File: src/rtl/pd_wake_pkg.sv
// Constants and types shared by the power-down wake-up controller.
package pd_wake_pkg;
	localparam int PIN_COUNT = 8;
	localparam int SEL_W = 2;
	localparam int LOW_PINS = 4;
	// Register byte addresses on APB.
	localparam logic [15:0] ADDR_EDGE_SELECT = 16'hf1c0;
	localparam logic [15:0] ADDR_SYS_CONFIG = 16'hf1c4;
	localparam logic [15:0] ADDR_IRQ_ENABLE = 16'hf1c8;
	localparam logic [15:0] ADDR_IRQ_FLAGS = 16'hf1cc;
	localparam logic [15:0] ADDR_WAKE_DELAY = 16'hf1d0;
	localparam logic [15:0] ADDR_CONTROL = 16'hf1d4;
	localparam logic [15:0] ADDR_STATUS = 16'hf1d8;
	localparam logic [15:0] ADDR_EVT_STATUS = 16'hf1dc;
	localparam logic [15:0] ADDR_EVT_CLEAR = 16'hf1e0;
	localparam logic [15:0] ADDR_EVT_ENABLE = 16'hf1e4;
	localparam logic [15:0] EDGE_SELECT_RESET = 16'h0000;
	localparam int PWD_CFG_BIT = 5;
	localparam int CTRL_POWER_DOWN_INSTRUCTION_BIT = 0;
	localparam int CTRL_RDY_EN_BIT = 1;
	localparam int CTRL_RDY_SEEN_BIT = 2;
	localparam int CTRL_BUS_IDLE_BIT = 3;
	localparam logic [15:0] WAKE_DELAY_RESET = 16'h0010;
	localparam logic [1:0] SEL_OFF = 2'h0;
	localparam logic [1:0] SEL_RISE = 2'h1;
	localparam logic [1:0] SEL_FALL = 2'h2;
	localparam logic [1:0] SEL_ANY = 2'h3;
	// Event bits: entered, woke by pin, woke by reset, entry refused.
	localparam int EVT_W = 4;
	localparam int EVT_ENTER = 0;
	localparam int EVT_PIN_WAKE = 1;
	localparam int EVT_RST_WAKE = 2;
	localparam int EVT_REFUSED = 3;
	typedef enum logic [2:0] {st_run, st_down, st_settle, st_resume, st_isr} pd_state_t;
endpackage

File: src/rtl/fast_pin_cell.sv
// One fast interrupt pin: edge detection, entry permission and wake detection.
`timescale 1ns/1ps
`default_nettype none
module fast_pin_cell
	import pd_wake_pkg::*;
(
	// Clock and reset.
	input wire logic sys_clk_i,
	input wire logic arst_n_i,
	// Pin and configuration.
	input wire logic pin_i,
	input wire logic [1:0] sel_i,
	input wire logic latch_i,
	// Results.
	output logic edge_o,
	output logic idle_ok_o,
	output logic wake_o
);
	logic prev;
	logic entry_level;
	logic next_prev;
	logic next_entry_level;

	always_comb begin
		next_prev = pin_i;
		next_entry_level = latch_i ? pin_i : entry_level;
		unique case (sel_i)
			SEL_RISE: begin
				edge_o = pin_i & ~prev;
				idle_ok_o = ~pin_i;
				wake_o = pin_i;
			end
			SEL_FALL: begin
				edge_o = ~pin_i & prev;
				idle_ok_o = pin_i;
				wake_o = ~pin_i;
			end
			SEL_ANY: begin
				edge_o = pin_i ^ prev;
				idle_ok_o = 1'b1;
				wake_o = pin_i ^ entry_level;
			end
			default: begin
				edge_o = 1'b0;
				idle_ok_o = 1'b1;
				wake_o = 1'b0;
			end
		endcase
	end

	always_ff @(posedge sys_clk_i or negedge arst_n_i) begin
		if (!arst_n_i) begin
			prev <= 1'b0;
			entry_level <= 1'b0;
		end else begin
			prev <= next_prev;
			entry_level <= next_entry_level;
		end
	end
endmodule
`default_nettype wire

File: src/rtl/pd_wake_ctrl.sv
// Interruptible power-down entry and wake-up controller with APB registers.
// Overview of operation
// - Interruptible power down is chosen when config bit 5 is set.
// - Entry only when every enabled fast pin sits at its inactive level.
// - Leave power down on external reset or a fast pin wake-up.
// - Each pin has a two-bit select; 00 disables it entirely.
// - Select 01: rising edge interrupt, enter while low, exit when high.
// - Select 10: falling edge interrupt, enter while high, exit when low.
// - Select 11: any edge, never blocks entry, exit on level change.
// - Outside power down pins are sampled; wake logic uses them as levels.
// - Pins 3..0 wake regardless of their interrupt enable bit.
// - A valid wake restarts oscillator and PLL and starts delay discharge.
// - Clocks stay gated until the delay expires and clears the hold flip-flop.
// - With the interrupt enabled, the service routine runs after wake-up.
// - With it disabled, execution continues and the request flag stays set.
// - The instruction after power down executes before the service routine.
// - A power-down instruction enters the mode and holds everything.
// - Pending bus actions finish first; no entry if ready never came.
//
// Local design decision: the APB slave port.
`timescale 1ns/1ps
`default_nettype none
module pd_wake_ctrl
	import pd_wake_pkg::*;
#(
	parameter int PINS = PIN_COUNT,
	parameter int DELAY_W = 16
) (
	// Clock and reset.
	input wire logic sys_clk_i,
	input wire logic arst_n_i,
	// APB slave.
	input wire logic psel_i,
	input wire logic penable_i,
	input wire logic pwrite_i,
	input wire logic [15:0] paddr_i,
	input wire logic [31:0] pwdata_i,
	output logic [31:0] prdata_o,
	output logic pready_o,
	output logic pslverr_o,
	// External pins.
	input wire logic [PINS-1:0] fast_irq_pin_i,
	input wire logic external_reset_input_n_i,
	// Clock and execution control.
	output logic osc_pll_en_o,
	output logic wake_delay_discharge_o,
	output logic clocks_gated_o,
	output logic exec_next_o,
	output logic isr_call_o,
	output logic irq_o
);
	pd_state_t state, next_state;
	logic [15:0] fast_irq_edge_select, next_edge_select;
	logic [15:0] system_config_reg, next_sys_config;
	logic [PINS-1:0] irq_enable_bit, next_irq_enable;
	logic [PINS-1:0] irq_request_flag, next_irq_flags;
	logic [DELAY_W-1:0] wake_delay, next_wake_delay;
	logic [DELAY_W-1:0] delay_cnt, next_delay_cnt;
	logic clock_hold_flipflop, next_hold;
	logic rdy_en, next_rdy_en;
	logic rdy_seen, next_rdy_seen;
	logic bus_idle, next_bus_idle;
	logic [EVT_W-1:0] evt_status, next_evt_status;
	logic [EVT_W-1:0] evt_enable, next_evt_enable;
	logic [PINS-1:0] woke_pins, next_woke_pins;
	logic [31:0] next_prdata;
	logic next_pready, next_pslverr, next_irq;
	logic next_osc, next_dis, next_exec, next_isr;
	logic [PINS-1:0] pin_edge, pin_ok, pin_wake;
	logic [PINS-1:0] wake_qual;
	logic all_ok, power_down_instruction_req, latch;
	logic wr, rd;
	logic [EVT_W-1:0] evt_set;

	// Writes take effect on the edge at which the master sees pready high.
	assign wr = psel_i & penable_i & pwrite_i & pready_o;
	assign rd = psel_i & penable_i & ~pwrite_i;
	assign power_down_instruction_req = wr & (paddr_i == ADDR_CONTROL) & pwdata_i[CTRL_POWER_DOWN_INSTRUCTION_BIT];
	assign latch = (state == st_run);
	assign all_ok = &pin_ok;

	genvar g;
	generate
		for (g = 0; g < PINS; g++) begin : g_pin
			fast_pin_cell u_cell (
				.sys_clk_i(sys_clk_i),
				.arst_n_i(arst_n_i),
				.pin_i(fast_irq_pin_i[g]),
				.sel_i(fast_irq_edge_select[2*g+1 -: 2]),
				.latch_i(latch),
				.edge_o(pin_edge[g]),
				.idle_ok_o(pin_ok[g]),
				.wake_o(pin_wake[g])
			);
			// Pins 3..0 wake without their enable; higher pins need it.
			assign wake_qual[g] = pin_wake[g] & ((g < LOW_PINS) | irq_enable_bit[g]);
		end
	endgenerate

	// Power sequencing state machine.
	always_comb begin
		next_state = state;
		next_delay_cnt = delay_cnt;
		next_hold = clock_hold_flipflop;
		next_woke_pins = woke_pins;
		next_osc = osc_pll_en_o;
		next_dis = wake_delay_discharge_o;
		next_exec = 1'b0;
		next_isr = 1'b0;
		evt_set = '0;
		next_irq_flags = irq_request_flag;
		case (state)
			st_run: begin
				// Edges are sampled normally while running.
				next_irq_flags = irq_request_flag | pin_edge;
				// Bus status is the one left by the previous control write.
				if (power_down_instruction_req) begin
					if (system_config_reg[PWD_CFG_BIT] && all_ok && bus_idle
						&& (!rdy_en || rdy_seen)) begin
						next_state = st_down;
						next_hold = 1'b1;
						next_osc = 1'b0;
						evt_set[EVT_ENTER] = 1'b1;
					end else begin
						evt_set[EVT_REFUSED] = 1'b1;
					end
				end
			end
			st_down: begin
				// Levels, not edges, are watched while the clock is stopped.
				if (!external_reset_input_n_i) begin
					next_state = st_settle;
					next_osc = 1'b1;
					next_dis = 1'b1;
					next_delay_cnt = wake_delay;
					next_woke_pins = '0;
					evt_set[EVT_RST_WAKE] = 1'b1;
				end else if (|wake_qual) begin
					next_state = st_settle;
					next_osc = 1'b1;
					next_dis = 1'b1;
					next_delay_cnt = wake_delay;
					next_woke_pins = wake_qual;
					next_irq_flags = irq_request_flag | wake_qual;
					evt_set[EVT_PIN_WAKE] = 1'b1;
				end
			end
			st_settle: begin
				// The wait lasts one cycle longer than wake_delay, so zero still waits.
				if (delay_cnt == '0) begin
					next_hold = 1'b0;
					next_dis = 1'b0;
					next_state = st_resume;
				end else begin
					next_delay_cnt = delay_cnt - 1'b1;
				end
			end
			st_resume: begin
				next_exec = 1'b1;
				next_state = (|(woke_pins & irq_enable_bit)) ? st_isr : st_run;
			end
			st_isr: begin
				next_isr = 1'b1;
				next_irq_flags = irq_request_flag & ~(woke_pins & irq_enable_bit);
				next_state = st_run;
			end
			default: next_state = st_run;
		endcase
		// A pin edge in the same cycle as a software clear keeps its flag.
		if (wr && paddr_i == ADDR_IRQ_FLAGS) begin
			next_irq_flags = (next_irq_flags & pwdata_i[PINS-1:0]) | (pin_edge & {PINS{latch}});
		end
	end

	// Register file and APB answer.
	always_comb begin
		next_edge_select = fast_irq_edge_select;
		next_sys_config = system_config_reg;
		next_irq_enable = irq_enable_bit;
		next_wake_delay = wake_delay;
		next_rdy_en = rdy_en;
		next_rdy_seen = rdy_seen;
		next_bus_idle = bus_idle;
		next_evt_enable = evt_enable;
		next_evt_status = evt_status;
		next_prdata = prdata_o;
		// One wait state: pready rises on the first access edge, read data with it.
		next_pready = psel_i & penable_i & ~pready_o;
		next_pslverr = 1'b0;
		if (wr) begin
			case (paddr_i)
				ADDR_EDGE_SELECT: next_edge_select = pwdata_i[15:0];
				ADDR_SYS_CONFIG: next_sys_config = pwdata_i[15:0];
				ADDR_IRQ_ENABLE: next_irq_enable = pwdata_i[PINS-1:0];
				ADDR_WAKE_DELAY: next_wake_delay = pwdata_i[DELAY_W-1:0];
				ADDR_CONTROL: begin
					next_rdy_en = pwdata_i[CTRL_RDY_EN_BIT];
					next_rdy_seen = pwdata_i[CTRL_RDY_SEEN_BIT];
					next_bus_idle = pwdata_i[CTRL_BUS_IDLE_BIT];
				end
				ADDR_EVT_CLEAR: next_evt_status = evt_status & ~pwdata_i[EVT_W-1:0];
				ADDR_EVT_ENABLE: next_evt_enable = pwdata_i[EVT_W-1:0];
				ADDR_IRQ_FLAGS, ADDR_STATUS, ADDR_EVT_STATUS: ;
				default: next_pslverr = 1'b1;
			endcase
		end
		// An event in the same cycle as its clear keeps the bit set.
		next_evt_status = next_evt_status | evt_set;
		// Status reads give the state in [2:0], the hold flag in [3] and woken pins above.
		if (rd && !pready_o) begin
			next_prdata = '0;
			case (paddr_i)
				ADDR_EDGE_SELECT: next_prdata[15:0] = fast_irq_edge_select;
				ADDR_SYS_CONFIG: next_prdata[15:0] = system_config_reg;
				ADDR_IRQ_ENABLE: next_prdata[PINS-1:0] = irq_enable_bit;
				ADDR_IRQ_FLAGS: next_prdata[PINS-1:0] = irq_request_flag;
				ADDR_WAKE_DELAY: next_prdata[DELAY_W-1:0] = wake_delay;
				ADDR_CONTROL: next_prdata[3:0] = {bus_idle, rdy_seen, rdy_en, 1'b0};
				ADDR_STATUS: next_prdata[PINS+3:0] = {woke_pins, clock_hold_flipflop, state};
				ADDR_EVT_STATUS: next_prdata[EVT_W-1:0] = evt_status;
				ADDR_EVT_ENABLE: next_prdata[EVT_W-1:0] = evt_enable;
				ADDR_EVT_CLEAR: ;
				default: next_pslverr = 1'b1;
			endcase
		end else if (psel_i && penable_i && !pready_o) begin
			// Write errors are decoded on the wait edge so that pslverr stands with pready.
			case (paddr_i)
				ADDR_EDGE_SELECT, ADDR_SYS_CONFIG, ADDR_IRQ_ENABLE, ADDR_IRQ_FLAGS: ;
				ADDR_WAKE_DELAY, ADDR_CONTROL, ADDR_STATUS: ;
				ADDR_EVT_STATUS, ADDR_EVT_CLEAR, ADDR_EVT_ENABLE: ;
				default: next_pslverr = 1'b1;
			endcase
		end else if (psel_i && penable_i) begin
			next_pslverr = pslverr_o;
		end
		next_irq = |(next_evt_status & next_evt_enable);
	end

	always_ff @(posedge sys_clk_i or negedge arst_n_i) begin
		if (!arst_n_i) begin
			state <= st_run;
			delay_cnt <= '0;
			clock_hold_flipflop <= 1'b0;
			woke_pins <= '0;
			irq_request_flag <= '0;
			osc_pll_en_o <= 1'b1;
			wake_delay_discharge_o <= 1'b0;
			exec_next_o <= 1'b0;
			isr_call_o <= 1'b0;
			fast_irq_edge_select <= EDGE_SELECT_RESET;
			system_config_reg <= '0;
			irq_enable_bit <= '0;
			wake_delay <= WAKE_DELAY_RESET[DELAY_W-1:0];
			rdy_en <= 1'b0;
			rdy_seen <= 1'b0;
			bus_idle <= 1'b1;
			evt_status <= '0;
			evt_enable <= '0;
			prdata_o <= '0;
			pready_o <= 1'b0;
			pslverr_o <= 1'b0;
			irq_o <= 1'b0;
		end else begin
			state <= next_state;
			delay_cnt <= next_delay_cnt;
			clock_hold_flipflop <= next_hold;
			woke_pins <= next_woke_pins;
			irq_request_flag <= next_irq_flags;
			osc_pll_en_o <= next_osc;
			wake_delay_discharge_o <= next_dis;
			exec_next_o <= next_exec;
			isr_call_o <= next_isr;
			fast_irq_edge_select <= next_edge_select;
			system_config_reg <= next_sys_config;
			irq_enable_bit <= next_irq_enable;
			wake_delay <= next_wake_delay;
			rdy_en <= next_rdy_en;
			rdy_seen <= next_rdy_seen;
			bus_idle <= next_bus_idle;
			evt_status <= next_evt_status;
			evt_enable <= next_evt_enable;
			prdata_o <= next_prdata;
			pready_o <= next_pready;
			pslverr_o <= next_pslverr;
			irq_o <= next_irq;
		end
	end

	// Held-clock output mirrors the hold flip-flop.
	always_ff @(posedge sys_clk_i or negedge arst_n_i) begin
		if (!arst_n_i) begin
			clocks_gated_o <= 1'b0;
		end else begin
			clocks_gated_o <= next_hold;
		end
	end
endmodule
`default_nettype wire

File: config.mk
export PLATFORM = sky130hd
export DESIGN_NAME = pd_wake_ctrl
export DESIGN_NICKNAME = d
export VERILOG_FILES = /design/src/rtl/pd_wake_pkg.sv /design/src/rtl/fast_pin_cell.sv /design/src/rtl/pd_wake_ctrl.sv
export SDC_FILE = /design/constraint.sdc
export NUM_CORES = 1
export LEC_CHECK = 0
export BUFFER_PORTS_ARGS = -buffer_cell sky130_fd_sc_hd__buf_2
export CAP_MARGIN = 40
export CORE_ASPECT_RATIO = 1.25
export CORE_MARGIN = 2
export CORE_UTILIZATION = 45
export DETAILED_ROUTE_END_ITERATION = 12
export PLACE_DENSITY = 0.63
export SYNTH_ARGS = -nofsm -noshare
export SYNTH_HDL_FRONTEND = slang
export SYNTH_SLANG_ARGS = --single-unit
File: constraint.sdc
create_clock -name sys_clk_i -period 4.1 [get_ports sys_clk_i]
set_clock_uncertainty 0.1 [all_clocks]
set_input_delay 0.41 -clock sys_clk_i [delete_from_list [all_inputs] [get_ports sys_clk_i]]
set_output_delay 0.41 -clock sys_clk_i [all_outputs]
set_load 0.02 [all_outputs]
Yosys cells after proc, flatten, opt, wreduce, memory -nomap -nowiden
Index checks and enable logic that the tools add are counted.

word-level totals
  register bits = 142
  bits of input ports = 62
  output and inout port bits = 40
  logic and storage cells = 265

operators by class
  $add $sub $neg = 1
  eq/ne operators = 45
  multiplexer cells = 77
  bitwise operators = 73
  reductions and logical operators = 31

operators by type and width
  operator                 number
  $eq A16 B16 Y1 const B   10
  $mux W16                 3
  $pmux W1 S3              16
  $mux W8                  5
  $pmux W4 S9              1
  $and A8 B8 Y8            4
  $eq A2 B2 Y1 const B     16
  $pmux W16 S2             1
  $and A1 B1 Y1            27
  $mux W1                  24
  $or A8 B8 Y8             3
  $pmux W4 S6              1
  $pmux W8 S3              1
  $pmux W1 S2              11
  $mux W3                  6
  $not A1 Y1               18
  $eq A2 B1 Y1 const B     8
  $logic_not A16 Y1        1
  $mux W4                  4
  $pmux W4 S4              1
  $reduce_or A8 Y1         2
  $sub A16 B1 Y16 const B  1
  $xor A1 B1 Y1            16
  $pmux W3 S4              1
  other kinds (24)         46

Logic depth before layout (Yosys ltp)
  depth after elaboration = 12
  gate-level depth with buffers = 10
  mapped depth without buffers = 8

By module
A second synthesis with hierarchy kept.

unflattened totals
  cell total of the unflattened synthesis = 769
  area total of the unflattened synthesis = 8,065.2 sq um

modules (own cells, without submodules)
  module         times used  cells each  area an instance (sq um)  sequential area each (sq um)
  pd_wake_ctrl   1           593         6,403.6                   3,156.8
  fast_pin_cell  8           22          207.7                     50.0

Worst setup path after synthesis
Ideal clock, no wire load.

  path type = reg-to-reg
  from = register fast_irq_edge_select[12]
  to = register delay_cnt[14]
  library setup time = 0.082 ns
  arrival = 2.125 ns
  required time = 3.918 ns
  path slack = 1.793 ns
  cell stages (with the launch flop) = 10
  buffers on the path = 2
  period minus slack after synthesis = 2.307 ns
  cells stage by stage = dfrtp_1 > ha_1 > nor2b_1 > o311a_1 > nor4_4 > nand3_4 > and2_1 > buf_2 > buf_6 > a31oi_1

between the ends
  cells in the longest elaborated chain, start to end = 6
  elaborated cells on any way between the ends = 8
  classes of those cells = eq/ne: 4; mux: 1; bitwise: 1; reduce/logical: 2

ends and longest elaborated chain
  what                                          RTL line             RTL
  start, declared                               pd_wake_ctrl.sv:53   logic [15:0] fast_irq_edge_select, next_edge_select;
  start signal, assigned                        pd_wake_ctrl.sv:273  fast_irq_edge_select <= next_edge_select;
  $eq A2 B2 Y1 or $eq A2 B1 Y1 (tied branches)  fast_pin_cell.sv:27  unique case (sel_i)
  $pmux W1 S3 *                                 fast_pin_cell.sv:27
  $and A1 B1 Y1 *                               pd_wake_ctrl.sv:96   assign wake_qual[g] = pin_wake[g] & ((g < LOW_PINS) | irq_enable_bit[g]);
  $reduce_or A8 Y1 *                            pd_wake_ctrl.sv:138  end else if (|wake_qual) begin
  $ne A3 B3 Y1 (no line) *                      --
  $reduce_and A3 Y1 (no line) *                 --
  end signal, assigned                          pd_wake_ctrl.sv:265  delay_cnt <= next_delay_cnt;
  end, declared                                 pd_wake_ctrl.sv:58   logic [DELAY_W-1:0] delay_cnt, next_delay_cnt;

Every way passes the cells marked *; elsewhere a longest branch is shown, timed or not.
A chain may end at the register's enable or synchronous reset.

Final worst setup path
  from = register fast_irq_edge_select[3]
  to = register delay_cnt[11]

between the ends
  cells in the longest elaborated chain, start to end = 5
  elaborated cells on any way between the ends = 7
  classes of those cells = eq/ne: 4; mux: 1; reduce/logical: 2

ends and longest elaborated chain
  what                                          RTL line
  $eq A2 B2 Y1 or $eq A2 B1 Y1 (tied branches)  fast_pin_cell.sv:27
  $pmux W1 S3 *                                 fast_pin_cell.sv:27
  $reduce_or A8 Y1 *                            pd_wake_ctrl.sv:138
  $ne A3 B3 Y1 (no line) *                      --
  $reduce_and A3 Y1 (no line) *                 --

Marked as above.

==> flow_metrics.tcl <==
set metrics [dict create \
    max_freq_ghz 0.3332 \
    irDropWorstVdd_uv 276.3 \
    cp_max_fo 19 \
    yosysMostFrequentCell "dfrtp_1" \
    synth_common_cells "139 x dfrtp_1, 70 x nand2_1, 63 x inv_1" \
    clock_latency_ns 0.42 \
    ioPinCount 102 \
    cts_root_buf "clkbuf_16" \
    coreArea_um2 17500 \
    slew_violations 0 \
    crit_chain "inv_1 -> ha_1 -> inv_1 -> a311oi_1 -> nor4_2 -> nand3_4 -> buf_4 -> and2_1 -> a31oi_1" \
    multiInputGateArea_um2 4066 \
    start_kind "register" \
    seq_area_um2 3557 \
    synth_top_family_by_area "compound AO/OA/AOI/OAI gates" \
    clkTransAtPathRegs_ns 0.06 \
    grt_pass1_wl_um 34870 \
    crit_top_cell "inv_1" \
    drt-wirelength-per-cell_um 20.51 \
    path_buf_inv 3 \
    synthAdderAreaFrac_pct 7.600 \
    cp.arrival_ns 3.17 \
    worst_slew_pin_slew_ns 0.8513 \
    grt_pass1_vias 6373 \
    synth-edff-count 0 \
    syn2layout_area_growth_pct 14.58 \
    routed_wirelength_um 22030 \
    p_int_mw 2.778 \
    track_usage_pct 23.89 \
    end_kind "register" \
    clock_path_buffers 2 \
    rr_worst_depth 9 \
    relSlewSlack_pct 43.25 \
    fin_crit_sh_pct 73.21 \
    first_iter_violations 797 \
    yosys-top-cells-area "dfrtp_1 43%, ha_1 7.6%, mux2_2 7.5%" \
    hold_buffers 0 \
    fin_nets 949 \
    placed_cells 1043 \
    maxCapViolCount 0 \
    antenna_found_initial 0 \
    cellPowerDensity_nw_per_um2 419.8 \
    swShare_pct 28.39 \
    rr_startpoint "fast_irq_edge_select[3]$_DFFE_PN0P_" \
    ys_seq_area_share_pct 44.10 \
    dp_hpwl_um 16270 \
    cp_slowest_cell "a311oi_1" \
    vias_per_cell 6.017 \
    violations "hold timing" \
    whs_ns -0.04950 \
    synthSimpleGateAreaFrac_pct 13.96 \
    synthXorXnorAreaFrac_pct 0.2172 \
    synth_compound_area_share_pct 16.26 \
    r2r_end "delay_cnt[11]$_DFFE_PN0P_" \
    cts_buffers 17 \
    cts_tree "yes" \
    port_buffers 69 \
    dieHeight_um 153.7 \
    yosysTopAreaCellShare_pct 43.12 \
    place.gp.congestion 0.9212 \
    setup_viol 0 \
    async_flop_share_pct 100.0 \
    drtPass1Iterations 6 \
    crit_required_ns 4.27 \
    syn_area_um2 8066 \
    vias 6462 \
    postCtsSetupBuffers 0 \
    critical_path.max_stage_delay_ns 0.62 \
    synth_ff_type "dfrtp_1" \
    seqPwrFrac_pct 42.6 \
    drc 0 \
    leakage_nw 4.396 \
    ys_warn_count 0 \
    drive_gt1_share_pct 22.71 \
    power_frac_comb_pct 15.0 \
    rsz0062_at_grt "false" \
    syn_area_per_cell_um2 10.48 \
    path_class "reg -> reg" \
    switchingPower_mw 1.101 \
    yosys.area.top_type "dfrtp_1" \
    antenna_left 0 \
    htree_levels 4 \
    dieArea_um2 19020 \
    die_w_um 123.8 \
    synthDistinctLibCells 70 \
    synth_cells 770 \
    worst-r2r-setup-slack_ns 1.10 \
    synth_seq_cells 142 \
    clock-sinks 142 \
    grt_max_degree 93 \
    fin_cells 1074 \
    status "finished, violations left" \
    start_util_pct 46.10 \
    period_needed_ns 3.002 \
    fin_util_pct 52.82 \
    hold_path_class "in -> async" \
    final_hold_viol_count 33 \
    path_delay_family "simple AND/OR/NAND/NOR gates" \
    postCtsResizedCells 0 \
    num_rows 54 \
    n_antenna_cell 0 \
    synth.mux.area_fraction_pct 11.63 \
    fillers 1538 \
    setup_tns_ns 0 \
    power_frac_clock_pct 42.3 \
    grt-ovfl-total 0 \
]
per-layer routing:
metal	global-route usage (%)	vias up	part of all wire, %
met2	40.11	258	51
met5	0	-	0
met4	8.604	0	2.4
met3	3.450	40	5.1
li1	-	2944	-
met1	31.11	3220	42
worst register-to-register path, cell delays in order (launching register included):
cell      delay (ns)
dfrtp_1         0.45
inv_1           0.12
ha_1            0.20
inv_1           0.05
a311oi_1        0.62
nor4_2          0.21
nand3_4         0.13
buf_4           0.24
and2_1          0.56
a31oi_1         0.19
cell usage in the layout (no fill, tap or decap), drive strengths merged, types with 5 or more instances in the layout:
cell and n:
inv 63, and2 8, nand3 26, mux2i 15, nand2b 7, ha 49
clkbuf 19, a221oi 8, a31oi 21, nor2 24, mux2 64, buf 82
clkinv 5, nor2b 8, nand2 71, a22o 11, a21oi 31, a22oi 9
o32ai 9, dfrtp 139, conb 16, nor3 10, nor4 11, a222oi 17
o21ai 43
cells by family after synthesis:
| kind of cell | Yosys count |
|---|---|
| mux | 82 |
| simple gates | 196 |
| other cells | 1 |
| flops | 142 |
| fa+ha+maj | 49 |
| compound gates | 187 |
| xor+xnor | 2 |
| buf+inv | 111 |
power by group through the flow:
stage | Clock, mW | Sequential (mW) | Combinational [mW]
final | 1.64 | 1.65 | 0.584
after global routing | 1.72 | 1.67 | 0.650
after CTS | 1.65 | 1.65 | 0.580
after detailed placement | 0 | 1.67 | 0.577
after global placement | 0 | 1.66 | 0.538
after floorplan | 0 | 1.64 | 0.404
area by class of cell:
type,instances,share of cell area [%]
multi-input cells,532,44.00
flip-flops and latches,142,38.49
repair buffers,82,5.212
clock buffers,19,4.900
well taps,224,3.032
inverters,63,2.559
clock inverters,12,1.814
how the worst max path moves through the flow:
stage	from	to	slack [ns]	cells after the start
2_1_floorplan	fast_irq_edge_select[12]$_DFFE_PN0P_	delay_cnt[14]$_DFFE_PN0P_	1.79	9
3_3_place_gp	paddr_i[9]	fast_irq_edge_select[12]$_DFFE_PN0P_	1.22	7
3_5_place_dp	fast_irq_edge_select[3]$_DFFE_PN0P_	delay_cnt[11]$_DFFE_PN0P_	1.16	9
4_1_cts	fast_irq_edge_select[3]$_DFFE_PN0P_	delay_cnt[11]$_DFFE_PN0P_	1.15	9
5_1_grt	fast_irq_edge_select[3]$_DFFE_PN0P_	delay_cnt[11]$_DFFE_PN0P_	0.99	9
6_report	fast_irq_edge_select[3]$_DFFE_PN0P_	delay_cnt[11]$_DFFE_PN0P_	1.10	9
metrics by stage:
step                      cell area [um2]  setup slack (ns)  power [mW]
final                                9243             1.098       3.880
after global placement               8559             1.216       2.199
after global routing                 9243            0.9928       4.037
after detailed placement             8622             1.163       2.249
after floorplan                      8123             1.793       2.041
after CTS                            9243             1.150       3.880
Power figures use the tool's default switching activity.
